===== src/rtl/tpd_pkg.sv =====
package tpd_pkg;

   // ==========================================================
   // Register map
   localparam logic [7:0] ADDR_DETECT_FLAGS         = 8'h12;
   localparam logic [7:0] ADDR_CH0_SENSE_CONFIG     = 8'h40;
   localparam logic [7:0] ADDR_CH1_SENSE_CONFIG     = 8'h41;
   localparam logic [7:0] ADDR_SHARED_SENSE_CONFIG  = 8'h42;
   localparam logic [7:0] ADDR_CH0_TUNING_CONFIG    = 8'h43;
   localparam logic [7:0] ADDR_CH1_TUNING_CONFIG    = 8'h44;
   localparam logic [7:0] ADDR_SHARED_EXTRA_CONFIG  = 8'h45;
   localparam logic [7:0] ADDR_CH0_NEAR_THRESHOLD   = 8'h50;
   localparam logic [7:0] ADDR_CH0_CONTACT_THRESHOLD = 8'h51;
   localparam logic [7:0] ADDR_CH1_NEAR_THRESHOLD   = 8'h52;
   localparam logic [7:0] ADDR_CH1_CONTACT_THRESHOLD = 8'h53;

   // ==========================================================
   // Field layout
   localparam int NUM_CH          = 2;
   localparam int CFG_ENABLE_BIT  = 0;
   localparam int CFG_MODE_BIT    = 1;
   localparam int FLAG_NEAR_LSB   = 0;
   localparam int FLAG_TOUCH_LSB  = 4;
   localparam int COUNT_W         = 16;
   localparam int FRAC_SHIFT      = 8;

   // ==========================================================
   // Reset values
   localparam logic [7:0] RST_CONFIG    = 8'h01;
   localparam logic [7:0] RST_SHARED    = 8'h00;
   localparam logic [7:0] RST_TUNING    = 8'h00;
   localparam logic [7:0] RST_NEAR_THR  = 8'h10;
   localparam logic [7:0] RST_TOUCH_THR = 8'h40;
   localparam logic [7:0] THR_MIN       = 8'h01;

   typedef logic [7:0] tpd_byte_t;

   typedef struct packed {
      logic [COUNT_W-1:0] count;
      logic [COUNT_W-1:0] baseline_average;
   } tpd_sample_s;

   typedef struct packed {
      tpd_byte_t sense_config;
      tpd_byte_t tuning_config;
      tpd_byte_t near_threshold;
      tpd_byte_t contact_threshold;
   } tpd_chan_regs_s;

   typedef struct packed {
      tpd_chan_regs_s [NUM_CH-1:0] chan;
      tpd_byte_t                   shared_sense_config;
      tpd_byte_t                   shared_extra_config;
      tpd_byte_t                   detect_flags;
      tpd_byte_t                   rdata;
      logic                        rvalid;
      logic                        ready;
   } tpd_state_s;

endpackage : tpd_pkg


===== src/rtl/tpd_detect.sv =====
`timescale 1ns/1ps
`default_nettype none

module tpd_detect (
   // Clock and reset
   input  wire logic                clk_sys,
   input  wire logic                rstn,
   // Register port
   input  wire logic [7:0]          reg_addr,
   input  wire logic                reg_wr,
   input  wire logic [7:0]          reg_wdata,
   input  wire logic                reg_rd,
   output logic      [7:0]          reg_rdata,
   output logic                     reg_rvalid,
   // Measurement results from the front end
   input  wire tpd_pkg::tpd_sample_s [tpd_pkg::NUM_CH-1:0] sample,
   input  wire logic                sample_valid,
   // Ready pin, open drain
   output logic                     ready_n_o,
   output logic                     ready_n_oe
);

   // ==========================================================
   // State
   tpd_pkg::tpd_state_s state_q;
   tpd_pkg::tpd_state_s state_d;

   logic [tpd_pkg::NUM_CH-1:0] near_hit;
   logic [tpd_pkg::NUM_CH-1:0] touch_hit;

   // ==========================================================
   // Per-channel detection
   genvar gi;
   generate
      for (gi = 0; gi < tpd_pkg::NUM_CH; gi++) begin : g_chan
         logic [tpd_pkg::COUNT_W-1:0]   dev;
         logic [tpd_pkg::COUNT_W+7:0]   prod;
         logic [tpd_pkg::COUNT_W-1:0]   touch_lvl;
         tpd_pkg::tpd_byte_t            near_thr;
         tpd_pkg::tpd_byte_t            touch_x;
         logic                          inductive;
         logic                          active;
         // A zero threshold would fire on any noise, so it acts as the floor value.
         assign near_thr  = (state_q.chan[gi].near_threshold == 8'h00) ?
                            tpd_pkg::THR_MIN : state_q.chan[gi].near_threshold;
         assign touch_x   = (state_q.chan[gi].contact_threshold == 8'h00) ?
                            tpd_pkg::THR_MIN : state_q.chan[gi].contact_threshold;
         assign dev       = (sample[gi].count >= sample[gi].baseline_average) ?
                            sample[gi].count - sample[gi].baseline_average :
                            sample[gi].baseline_average - sample[gi].count;
         assign prod      = {16'h0000, touch_x} * {8'h00, sample[gi].baseline_average};
         assign touch_lvl = prod[tpd_pkg::COUNT_W+7:tpd_pkg::FRAC_SHIFT];
         assign inductive = state_q.chan[gi].sense_config[tpd_pkg::CFG_MODE_BIT];
         assign active    = inductive ||
                            state_q.chan[gi].sense_config[tpd_pkg::CFG_ENABLE_BIT];
         assign near_hit[gi]  = active && (dev > {8'h00, near_thr});
         assign touch_hit[gi] = active && (dev > touch_lvl);
      end
   endgenerate

   // ==========================================================
   // Next state
   always_comb begin
      state_d        = state_q;
      state_d.rvalid = 1'b0;
      if (reg_wr) begin
         case (reg_addr)
            tpd_pkg::ADDR_CH0_SENSE_CONFIG:      state_d.chan[0].sense_config = reg_wdata;
            tpd_pkg::ADDR_CH1_SENSE_CONFIG:      state_d.chan[1].sense_config = reg_wdata;
            tpd_pkg::ADDR_SHARED_SENSE_CONFIG:   state_d.shared_sense_config = reg_wdata;
            tpd_pkg::ADDR_SHARED_EXTRA_CONFIG:   state_d.shared_extra_config = reg_wdata;
            tpd_pkg::ADDR_CH0_TUNING_CONFIG:     state_d.chan[0].tuning_config = reg_wdata;
            tpd_pkg::ADDR_CH1_TUNING_CONFIG:     state_d.chan[1].tuning_config = reg_wdata;
            tpd_pkg::ADDR_CH0_NEAR_THRESHOLD:    state_d.chan[0].near_threshold = reg_wdata;
            tpd_pkg::ADDR_CH1_NEAR_THRESHOLD:    state_d.chan[1].near_threshold = reg_wdata;
            tpd_pkg::ADDR_CH0_CONTACT_THRESHOLD: state_d.chan[0].contact_threshold = reg_wdata;
            tpd_pkg::ADDR_CH1_CONTACT_THRESHOLD: state_d.chan[1].contact_threshold = reg_wdata;
            default: begin
            end
         endcase
      end
      if (reg_rd) begin
         state_d.rvalid = 1'b1;
         case (reg_addr)
            tpd_pkg::ADDR_DETECT_FLAGS: begin
               state_d.rdata = state_q.detect_flags;
               state_d.ready = 1'b0;
            end
            tpd_pkg::ADDR_CH0_SENSE_CONFIG:      state_d.rdata = state_q.chan[0].sense_config;
            tpd_pkg::ADDR_CH1_SENSE_CONFIG:      state_d.rdata = state_q.chan[1].sense_config;
            tpd_pkg::ADDR_SHARED_SENSE_CONFIG:   state_d.rdata = state_q.shared_sense_config;
            tpd_pkg::ADDR_CH0_TUNING_CONFIG:     state_d.rdata = state_q.chan[0].tuning_config;
            tpd_pkg::ADDR_CH1_TUNING_CONFIG:     state_d.rdata = state_q.chan[1].tuning_config;
            tpd_pkg::ADDR_SHARED_EXTRA_CONFIG:   state_d.rdata = state_q.shared_extra_config;
            tpd_pkg::ADDR_CH0_NEAR_THRESHOLD:    state_d.rdata = state_q.chan[0].near_threshold;
            tpd_pkg::ADDR_CH0_CONTACT_THRESHOLD: state_d.rdata = state_q.chan[0].contact_threshold;
            tpd_pkg::ADDR_CH1_NEAR_THRESHOLD:    state_d.rdata = state_q.chan[1].near_threshold;
            tpd_pkg::ADDR_CH1_CONTACT_THRESHOLD: state_d.rdata = state_q.chan[1].contact_threshold;
            default:                             state_d.rdata = 8'h00;
         endcase
      end
      // A new result wins over the clear done by a flag read in the same cycle.
      if (sample_valid) begin
         state_d.detect_flags = 8'h00;
         state_d.detect_flags[tpd_pkg::FLAG_NEAR_LSB +: tpd_pkg::NUM_CH]  = near_hit;
         state_d.detect_flags[tpd_pkg::FLAG_TOUCH_LSB +: tpd_pkg::NUM_CH] = touch_hit;
         state_d.ready = 1'b1;
      end
   end

   // ==========================================================
   // Registers
   always_ff @(posedge clk_sys) begin
      if (!rstn) begin
         for (int i = 0; i < tpd_pkg::NUM_CH; i++) begin
            state_q.chan[i].sense_config      <= tpd_pkg::RST_CONFIG;
            state_q.chan[i].tuning_config     <= tpd_pkg::RST_TUNING;
            state_q.chan[i].near_threshold    <= tpd_pkg::RST_NEAR_THR;
            state_q.chan[i].contact_threshold <= tpd_pkg::RST_TOUCH_THR;
         end
         state_q.shared_sense_config <= tpd_pkg::RST_SHARED;
         state_q.shared_extra_config <= tpd_pkg::RST_SHARED;
         state_q.detect_flags        <= 8'h00;
         state_q.rdata               <= 8'h00;
         state_q.rvalid              <= 1'b0;
         state_q.ready               <= 1'b0;
      end else begin
         state_q <= state_d;
      end
   end

   // ==========================================================
   // Outputs
   assign reg_rdata  = state_q.rdata;
   assign reg_rvalid = state_q.rvalid;
   assign ready_n_o  = 1'b0;
   assign ready_n_oe = state_q.ready;

endmodule : tpd_detect

`default_nettype wire


===== config.mk =====
export PLATFORM = sky130hd
export DESIGN_NAME = tpd_detect
export DESIGN_NICKNAME = d
export VERILOG_FILES = /design/src/rtl/tpd_pkg.sv /design/src/rtl/tpd_detect.sv
export SDC_FILE = /design/constraint.sdc
export NUM_CORES = 1
export LEC_CHECK = 0
export ABC_AREA = 0
export ABC_CLOCK_PERIOD_IN_PS = 6800
export BUFFER_PORTS_ARGS = -buffer_cell sky130_fd_sc_hd__buf_2
export CAP_MARGIN = 20
export CORE_MARGIN = 2
export CORE_UTILIZATION = 46
export CTS_CLUSTER_SIZE = 16
export DETAILED_ROUTE_END_ITERATION = 6
export PLACE_DENSITY = 0.65
export SLEW_MARGIN = 20
export SYNTH_ARGS = -nofsm -noshare
export SYNTH_HDL_FRONTEND = slang
export SYNTH_SLANG_ARGS = --single-unit

===== constraint.sdc =====
create_clock -name clk_sys -period 6.8 [get_ports clk_sys]
set_input_delay 1.36 -clock clk_sys [delete_from_list [all_inputs] [get_ports clk_sys]]
set_output_delay 1.36 -clock clk_sys [all_outputs]
set_load 0.1 [all_outputs]

**Word level (Yosys, flattened, before mapping)**

Cells that the tools add are included.

- Register bits after elaboration: 94
- Input bits: 85
- Logic and storage cells: 70
- Output and inout bits: 11

- Reductions and logical operators: 23
- Equality and inequality tests: 11
- $add $sub $neg: 4
- Multiplexer cells: 10
- Multipliers: 2
- $lt $le $gt $ge: 6

Operators by type and width:

| kind | count |
|---|---|
| $pmux 8 s11 | 1 |
| $eq 8x7->1 const B | 10 |
| $sub 16x16->16 | 4 |
| $mul 8x16->24 | 2 |
| $ge 16x16->1 | 2 |
| $gt 16x16->1 | 2 |
| $gt 16x8->1 | 2 |
| $logic_not 8->1 | 4 |
| $mux 16 | 2 |
| $mux 8 | 4 |
| $reduce_and 2->1 | 11 |
| $eq 8x5->1 const B | 1 |
| $logic_and 1x1->1 | 4 |
| $reduce_bool 2->1 | 2 |
| $logic_or 1x1->1 | 2 |
| $mux 1 | 2 |
| $mux 2 | 1 |

**Depth between registers and ports, before layout**

Gate-level depths: netlist of run 1.

- Word-level depth: 5
- Depth in mapped cells: 28
- Mapped depth without buffers: 27

**Least setup slack after synthesis of run 1**

No wires, ideal clock.

- Kind: input-to-reg
- Start: input sample[34] (netlist name)
- End: register state_q[15] (netlist name)
- Required time: 6.671 ns
- Stages on the path: 23
- Data arrival time: 6.576 ns
- Setup time: 0.129 ns
- Path buffers: 0
- Setup slack: 0.096 ns
- Path through: and2_1 > fa_1 > fa_1 > fa_1 > inv_1 > fa_1 > inv_1 > ha_1 > a21o_1 > a21oi_1 > o21bai_1 > a21o_1 > a22oi_1 > o31ai_1 > o41ai_1 > o21ba_2 > xnor2_1 > ha_1 > a2111oi_0 > o31a_1 > o221ai_1 > o311ai_0 > nand2_1

- Cells in the longest elaborated chain, start to end: 4
- Elaborated cells on any way between the ends: 7
- Classes of those cells: add/sub: 2; mul: 1; order compare: 2; mux: 1; reduce/logical: 1

RTL lines:

| item | line | text |
|---|---|---|
| start, declared | tpd_detect.sv:16 | `input wire tpd_pkg::tpd_sample_s [tpd_pkg::NUM_CH-1:0] sample,` |
| parallel branches: the longest is 2 deep, another holds $mul 8x16->24 | - |  |
| $gt 16x16->1 * | tpd_detect.sv:57 | `assign touch_hit[gi] = active && (dev > touch_lvl);` |
| $logic_and 1x1->1 * | tpd_detect.sv:57 |  |
| end signal, assigned | tpd_detect.sv:128 | `state_q <= state_d;` |
| end, declared | tpd_detect.sv:25 | `tpd_pkg::tpd_state_s state_q;` |

Every way passes the cells marked *.
A chain may end at the register's enable or synchronous reset.

**Worst setup path in the final report of run 1**

- Start: input sample[38] (netlist name)
- End: register state_q[15] (netlist name)

Same word-level chain as after synthesis.

==> reports/results.tsv, run 1 <==
stage	metric	value	unit
global_route	total gr overflow	0	
route	initial drt markers	904	
synthesis	Seq/Total Area, Yosys	0.118	
setup_path	CP Max Fanout	7	
place	post-DP HPWL	33.8	mm
final_layout	final core utilization	0.516	
clock_network	CTS root buffer	clkbuf_16	
synthesis	Yosys cell types	78	
sta	Max Clk Rate	0.151	GHz
sta	Layout Skew	8.56	ps
sta	Slew Viols, Final	0	
power_and_ir_drop	leakage	8.73	nW
sta	final hold vios	0	
setup_path	R2R depth	27	
setup_path	Worst path slowest cell	fa_1	
clock_network	H-tree Lvls	3	
clock_network	Max clock buf depth	2	
synthesis	most frequent cell after synthesis	inv_1	
synthesis	top cell types by occurrence after synthesis	285 x inv_1, 192 x ha_1, 181 x and2_1	
setup_path	worst r2r src	state_q[72]	
route	routed vias	13400	
sta	Min Hold Slack	469	ps
synthesis	cell taking the most area after synthesis	fa_1	
final_layout	area of the multi-input gates	12700	um^2
power_and_ir_drop	PwrDens	104	nW/um^2
global_route	initial antenna violation count	2	
power_and_ir_drop	clock share of power	0.271	
clock_network	CTS buffer count	9	
sta	Rel. slew slack	0.367	
synthesis	fraction of registers with async set/reset	0	
floorplan	die footprint	36300	um^2
floorplan	num ports	96	
route	Final Routed Wirelength	41.9	mm
synthesis	Syn Nets	2337	
min_path	min-delay src	state_q[88]	
floorplan	die width	191	um
clock_network	# hold bufs at CTS	0	
route	DR vias/cell	5.45	
setup_path	Crit path max-delay family	adder cells	
place	dpl cell area	17400	um^2
power_and_ir_drop	Worst VDD drop	0.130	mV
global_route	pin count of the biggest net entering global routing	96	
synthesis	mean area per synthesized cell	8.47	um^2
setup_path	RR Endpoint	state_q[15]	
synthesis	Post-Syn Area	16000	um^2
final_layout	final layout net count	2451	
synthesis	Area contributors post-synth	fa_1 21%, ha_1 15%, dfxtp_1 12%	
min_path	worst min path class	reg -> reg	
synthesis	post-synth top area share	0.213	
power_and_ir_drop	NetSw	0.710	mW
final_layout	Post-Layout Cell Count	2464	
final_layout	Final Cell Area	17800	um^2
min_path	Worst Hold Path EP	state_q[88]	
setup_path	Critical Path RT	7030	ps
power_and_ir_drop	Gate power share	0.426	
setup_path	Worst path max stage delay	540	ps
place	placed instance count	2446	
sta	setup violators final	0	
place	I/O Buffers	94	
global_route	total track usage	0.235	
synthesis	synthesis warning total	0	
clock_network	Clock Sinks	94	
final_layout	synthesis-to-finish area growth	10.9	%
floorplan	DIE HEIGHT	191	um
setup_path	CP Data Arrival Time	6850	ps
route	DR WL/cell	17.0	um
synthesis	Syn Inst Count	1890	
power_and_ir_drop	Pint	1.14	mW
outcome	run status	complete, no violations	
route	antenna-violating nets left	0	
run	Max-cap violations	0	
route	DR DRC count	0	
sta	actual slew at the worst max-slew pin	945	ps
sta	RSZ-0062 raised after global routing	yes	
setup_path	nature of the critical path startpoint	primary input	
sta	Tmin final	6620	ps
setup_path	crit end category	flop	
clock_network	Worst-path clk slew	70	ps
setup_path	most used cell, CP	fa_1	
floorplan	row cnt	68	
clock_network	clk_lat worst skew	350	ps
floorplan	Core ar.	34400	um^2
power_and_ir_drop	sequential power share	0.303	
global_route	vias in the first global route	13600	
global_route	first-pass GRT wire length	68.8	mm
synthesis	Post-synth EDFFs	0	
floorplan	Initial Utilization	0.466	
final_layout	Sequential Area	1880	um^2
clock_network	TritonCTS clock tree	done	
power_and_ir_drop	Sw Share	0.384	
synthesis	Synth Flop Type	dfxtp_1	
setup_path	WP buf/inv	4	
synthesis	Yosys reg bits	94	
final_layout	filler instances	3308	
place	Final GP Congestion	0.914	
final_layout	layout cells sized above 1	0.122	
setup_path	kind of critical path	in -> reg	
setup_path	flop-to-flop setup slack	490	ps
sta	Period Utilization, post-route	0.974	
min_path	Worst Hold Depth	2	
route	1st-pass router iterations	6	
final_layout	antenna cells	0	
## cell usage in the layout (no fill, tap or decap), types with 5 or more instances in the layout
| cell | instances |
|---|---|
| nor3_1 | 18 |
| dfxtp_1 | 94 |
| nor2_1 | 78 |
| o21a_1 | 24 |
| xnor2_1 | 29 |
| a22oi_1 | 7 |
| inv_1 | 285 |
| a21oi_1 | 77 |
| nand2_1 | 132 |
| nand2b_1 | 12 |
| a21boi_0 | 24 |
| mux4_2 | 9 |
| a222oi_1 | 7 |
| xor2_1 | 29 |
| nand3_1 | 50 |
| o21ai_0 | 47 |
| a211oi_1 | 11 |
| and3_1 | 5 |
| and2_1 | 181 |
| a21o_1 | 38 |
| nand4_1 | 20 |
| nor4_1 | 5 |
| clkbuf_16 | 9 |
| ha_1 | 190 |
| mux2i_1 | 70 |
| buf_2 | 94 |
| fa_1 | 170 |
| nor2b_1 | 77 |
| buf_4 | 95 |
| a31oi_1 | 14 |
| o211ai_1 | 10 |
## layout make-up
type,count,area share
clock buffers,9,0.0127
repair buffers,190,0.0678
multi-input cells,1424,0.717
flip-flops and latches,94,0.106
inverters,285,0.0603
well taps,455,0.0321
clock inverters,7,0.00423
## worst max path at each step
stage | startpoint | to | slack [ps] | cells after the start
6_report | sample[38] | state_q[15] | 180 | 25
5_1_grt | sample[38] | state_q[15] | -70 | 25
4_1_cts | sample[3] | state_q[14] | 60 | 26
3_5_place_dp | sample[37] | state_q[15] | -330 | 25
3_3_place_gp | sample[37] | state_q[15] | -190 | 25
2_1_floorplan | sample[34] | state_q[15] | 100 | 23
## layer usage
layer | vias up | global-route usage | wire, um
met4 | 4 | 0.0558 | 813
met3 | 64 | 0.0254 | 2110
met1 | 6601 | 0.314 | 18800
met2 | 329 | 0.408 | 20200
li1 | 6437 | - | -
met5 | - | 0 | 24
## power groups by stage
stage	registers, mW	clock network (mW)	logic [mW]
floorplan	0.575	0	0.522
global placement	0.573	0	0.747
detailed placement	0.573	0	0.765
CTS	0.560	0.512	0.771
global route	0.561	0.530	0.879
finish	0.560	0.503	0.789
## registers in the layout (all words and copies together), names as in the netlist
register / count
state_q: 82
reg_rdata: 8
g_chan.inductive: 2
ready_n_oe: 1
reg_rvalid: 1
## cell families after synthesis
| family | Yosys count | synth area share |
|---|---|---|
| buffers and inverters | 372 | 0.0921 |
| xor gates and xnor gates | 58 | 0.0317 |
| other | 1 | 0.000234 |
| AOI/OAI and AO/OA | 321 | 0.137 |
| adders and majority gates | 362 | 0.363 |
| DFF | 94 | 0.118 |
| muxes | 83 | 0.0593 |
| and+or+nand+nor | 599 | 0.199 |
## worst reg2reg max path, stage by stage, from the launching register on
cell and delay, ps:
dfxtp_1 740, buf_4 260, nor4_1 50, a21oi_1 250, buf_12 180, nor2_1 60, fa_1 430, ha_1 290
inv_1 50, fa_1 530, inv_1 40, ha_1 280, and4_1 170, a311o_1 380, a21o_1 200, a21o_1 230
a22oi_2 150, buf_4 150, o31ai_2 90, o41ai_2 370, o21ba_2 210, xnor2_1 70, ha_2 200, a2111oi_2 350
o31a_1 200, o221ai_1 100, o311ai_1 90, nand2_1 70
## metrics by stage
step / setup TNS (ps) / setup WS (ps) / power (mW)
4_1_cts: 0 / 56.3 / 1.84
3_5_place_dp: -622 / -334 / 1.34
2_1_floorplan: 0 / 95.6 / 1.10
6_report: 0 / 179 / 1.85
5_1_grt: -88.9 / -66.2 / 1.97
3_3_place_gp: -312 / -189 / 1.32
## timing repair
item / 4_1_cts / 5_1_grt
resized for setup: 0 / 18
buffers inserted: 0 / 2
endpoints found under the setup margin: 0 / 2
No activity file was read; power rests on OpenSTA's default activity.
==> inputs of run 2 (changes only) <==
Settings changed: CORE_UTILIZATION 46 to 55, PLACE_DENSITY 0.65 to 0.76.
==> reports/results.tsv, run 2 (synthesized netlist as in run 1, its figures left out) <==
stage	metric	value	unit	change
setup_path	crit end category	flop		
sta	Final WS setup	239	ps	+59.9 ps
final_layout	area of the multi-input gates	12700	um^2	about the same
clock_network	CTS root buffer	clkbuf_16		
sta	final hold vios	0		unchanged
final_layout	antenna cells	0		unchanged
min_path	Worst Hold Depth	2		unchanged
place	dpl cell area	17300	um^2	-0.41%
setup_path	Worst path slowest cell	fa_1		
final_layout	most common cell after layout, fill and taps aside	inv_1		
route	DR WL/cell	17.4	um	+2.2%
setup_path	R2R depth	29		+7.4%
min_path	Worst Hold Path EP	state_q[86]		
power_and_ir_drop	Final Power	1.83	mW	-1.2%
setup_path	worst r2r src	state_q[69]		
route	1st-pass router iterations	6		unchanged
sta	actual slew at the worst max-slew pin	1050	ps	+104 ps
setup_path	Critical Path RT	7030	ps	about the same
sta	setup violators final	0		unchanged
route	Final Routed Wirelength	41.8	mm	-0.46%
global_route	first-pass GRT wire length	69.2	mm	+0.59%
final_layout	final layout net count	2457		+0.24%
final_layout	final core utilization	0.616		+0.100
global_route	vias in the first global route	14200		+4.3%
outcome	run status	complete, no violations		
setup_path	kind of critical path	in -> reg		
global_route	initial antenna violation count	0		-2
floorplan	die width	175	um	-8.4%
global_route	total track usage	0.277		+0.0413
floorplan	Core ar.	28700	um^2	-16%
final_layout	most frequent cells in the layout	285 x inv_1, 190 x ha_1, 181 x and2_1		
clock_network	H-tree Lvls	3		unchanged
min_path	worst min path class	reg -> reg		
setup_path	CP Data Arrival Time	6790	ps	-60 ps
place	Final GP Congestion	0.928		+1.5%
route	DR vias/cell	5.71		+4.8%
sta	Period Utilization, post-route	0.965		-0.00880
sta	Slew Viols, Final	0		unchanged
sta	RSZ-0062 raised after global routing	yes		
power_and_ir_drop	leakage	8.74	nW	+0.12%
sta	Max Clk Rate	0.152	GHz	+0.91%
setup_path	RR Endpoint	state_q[15]		
floorplan	DIE HEIGHT	175	um	-8.4%
final_layout	max reg flops	82		unchanged
setup_path	nature of the critical path startpoint	primary input		
global_route	total gr overflow	0		unchanged
run	Max-cap violations	0		unchanged
power_and_ir_drop	PwrDens	103	nW/um^2	-0.92%
place	post-DP HPWL	33.9	mm	about the same
clock_network	CTS buffer count	9		unchanged
place	dpl ws	-358	ps	-24.1 ps
floorplan	die footprint	30500	um^2	-16%
floorplan	Initial Utilization	0.557		+0.0920
final_layout	Final Cell Area	17700	um^2	-0.32%
clock_network	# hold bufs at CTS	0		unchanged
route	initial drt markers	1148		+27%
final_layout	Top reg by flops	state_q		
floorplan	num ports	96		unchanged
setup_path	flop-to-flop setup slack	510	ps	+20 ps
clock_network	TritonCTS clock tree	done		
final_layout	filler instances	2506		-24%
sta	Min Hold Slack	470	ps	+0.633 ps
floorplan	row cnt	62		-8.8%
final_layout	layout cells sized above 1	0.126		+0.00361
setup_path	most used cell, CP	fa_1		
sta	Layout Skew	9.98	ps	+1.42 ps
sta	Rel. slew slack	0.301		-0.0668
route	routed vias	13700		+2.0%
setup_path	CP startpoint	sample[38]		
place	I/O Buffers	94		unchanged
route	antenna-violating nets left	0		unchanged
min_path	min-delay src	state_q[86]		
route	DR DRC count	0		unchanged
clock_network	clk_lat worst skew	340	ps	about the same
clock_network	Clock Sinks	94		unchanged
global_route	pin count of the biggest net entering global routing	96		unchanged
sta	Tmin final	6560	ps	-59.9 ps
setup_path	Worst path max stage delay	550	ps	about the same
final_layout	synthesis-to-finish area growth	10.6	%	
setup_path	CP Max Fanout	4		-3
power_and_ir_drop	Worst VDD drop	0.163	mV	+26%
final_layout	Sequential Area	1880	um^2	unchanged
clock_network	Worst-path clk slew	70	ps	about the same
clock_network	Max clock buf depth	2		unchanged
## run 2: cell count changes in the layout (fill, tap and decap cells not counted), sizes merged
cell,before,now
buf,190,195
clkbuf,9,11
clkinv,3,1
clkinvlp,1,2
## run 2: cell type report
type	count	share of cell area
Timing Repair Buffer	196	0.0701
Clock buffer	10	0.0129
Multi-Input combinational cell	1424	0.720
Sequential cell	94	0.106
Clock inverter	6	0.00297
Tap cell	384	0.0272
Inverter	285	0.0605
## run 2: routing by layer
metal | part of all wire | vias to the layer above | track usage
met5 | 0 | - | 0
met4 | 0.021 | 0 | 0.0747
met3 | 0.054 | 72 | 0.0231
met2 | 0.49 | 439 | 0.489
met1 | 0.43 | 6731 | 0.365
li1 | - | 6460 | -
## run 2: repair_timing
item                                    CTS  global route
endpoints found under the setup margin    1             2
gates resized for setup                   1            23
buffers inserted                          0             4
pin swaps                                 0            19
## run 2: worst max-delay path by stage
stage | slack [ps] | cells past startpoint | to
after floorplan | 100 | 23 | state_q[15]
after global placement | -200 | 25 | state_q[15]
after detailed placement | -360 | 30 | state_q[14]
after CTS | 30 | 25 | state_q[15]
after global routing | -40 | 28 | state_q[14]
final | 240 | 25 | state_q[15]
## run 2: where the power goes
group	internal, mW	leakage [nW]	switching (mW)	total [mW]
clock network	0.254	0.132	0.233	0.487
registers	0.554	0.759	0.00489	0.559
logic	0.329	7.85	0.453	0.782
total	1.14	8.74	0.691	1.83
## run 2: metrics by stage
step / setup TNS, ps / cells
final: 0 / 2399
after global routing: -68.4 / 2399
after CTS: 0 / 2395
after detailed placement: -675 / 2379
after global placement: -348 / 2379
after floorplan: 0 / 1890
## run 2: worst max-delay path: cells and delay by family
family	cells	cell delay, ps
adders and majority gates	6	2560
and+or+nand+nor	2	250
xor gates and xnor gates	1	60
buffers and inverters	4	350
AOI/OAI and AO/OA	12	2200
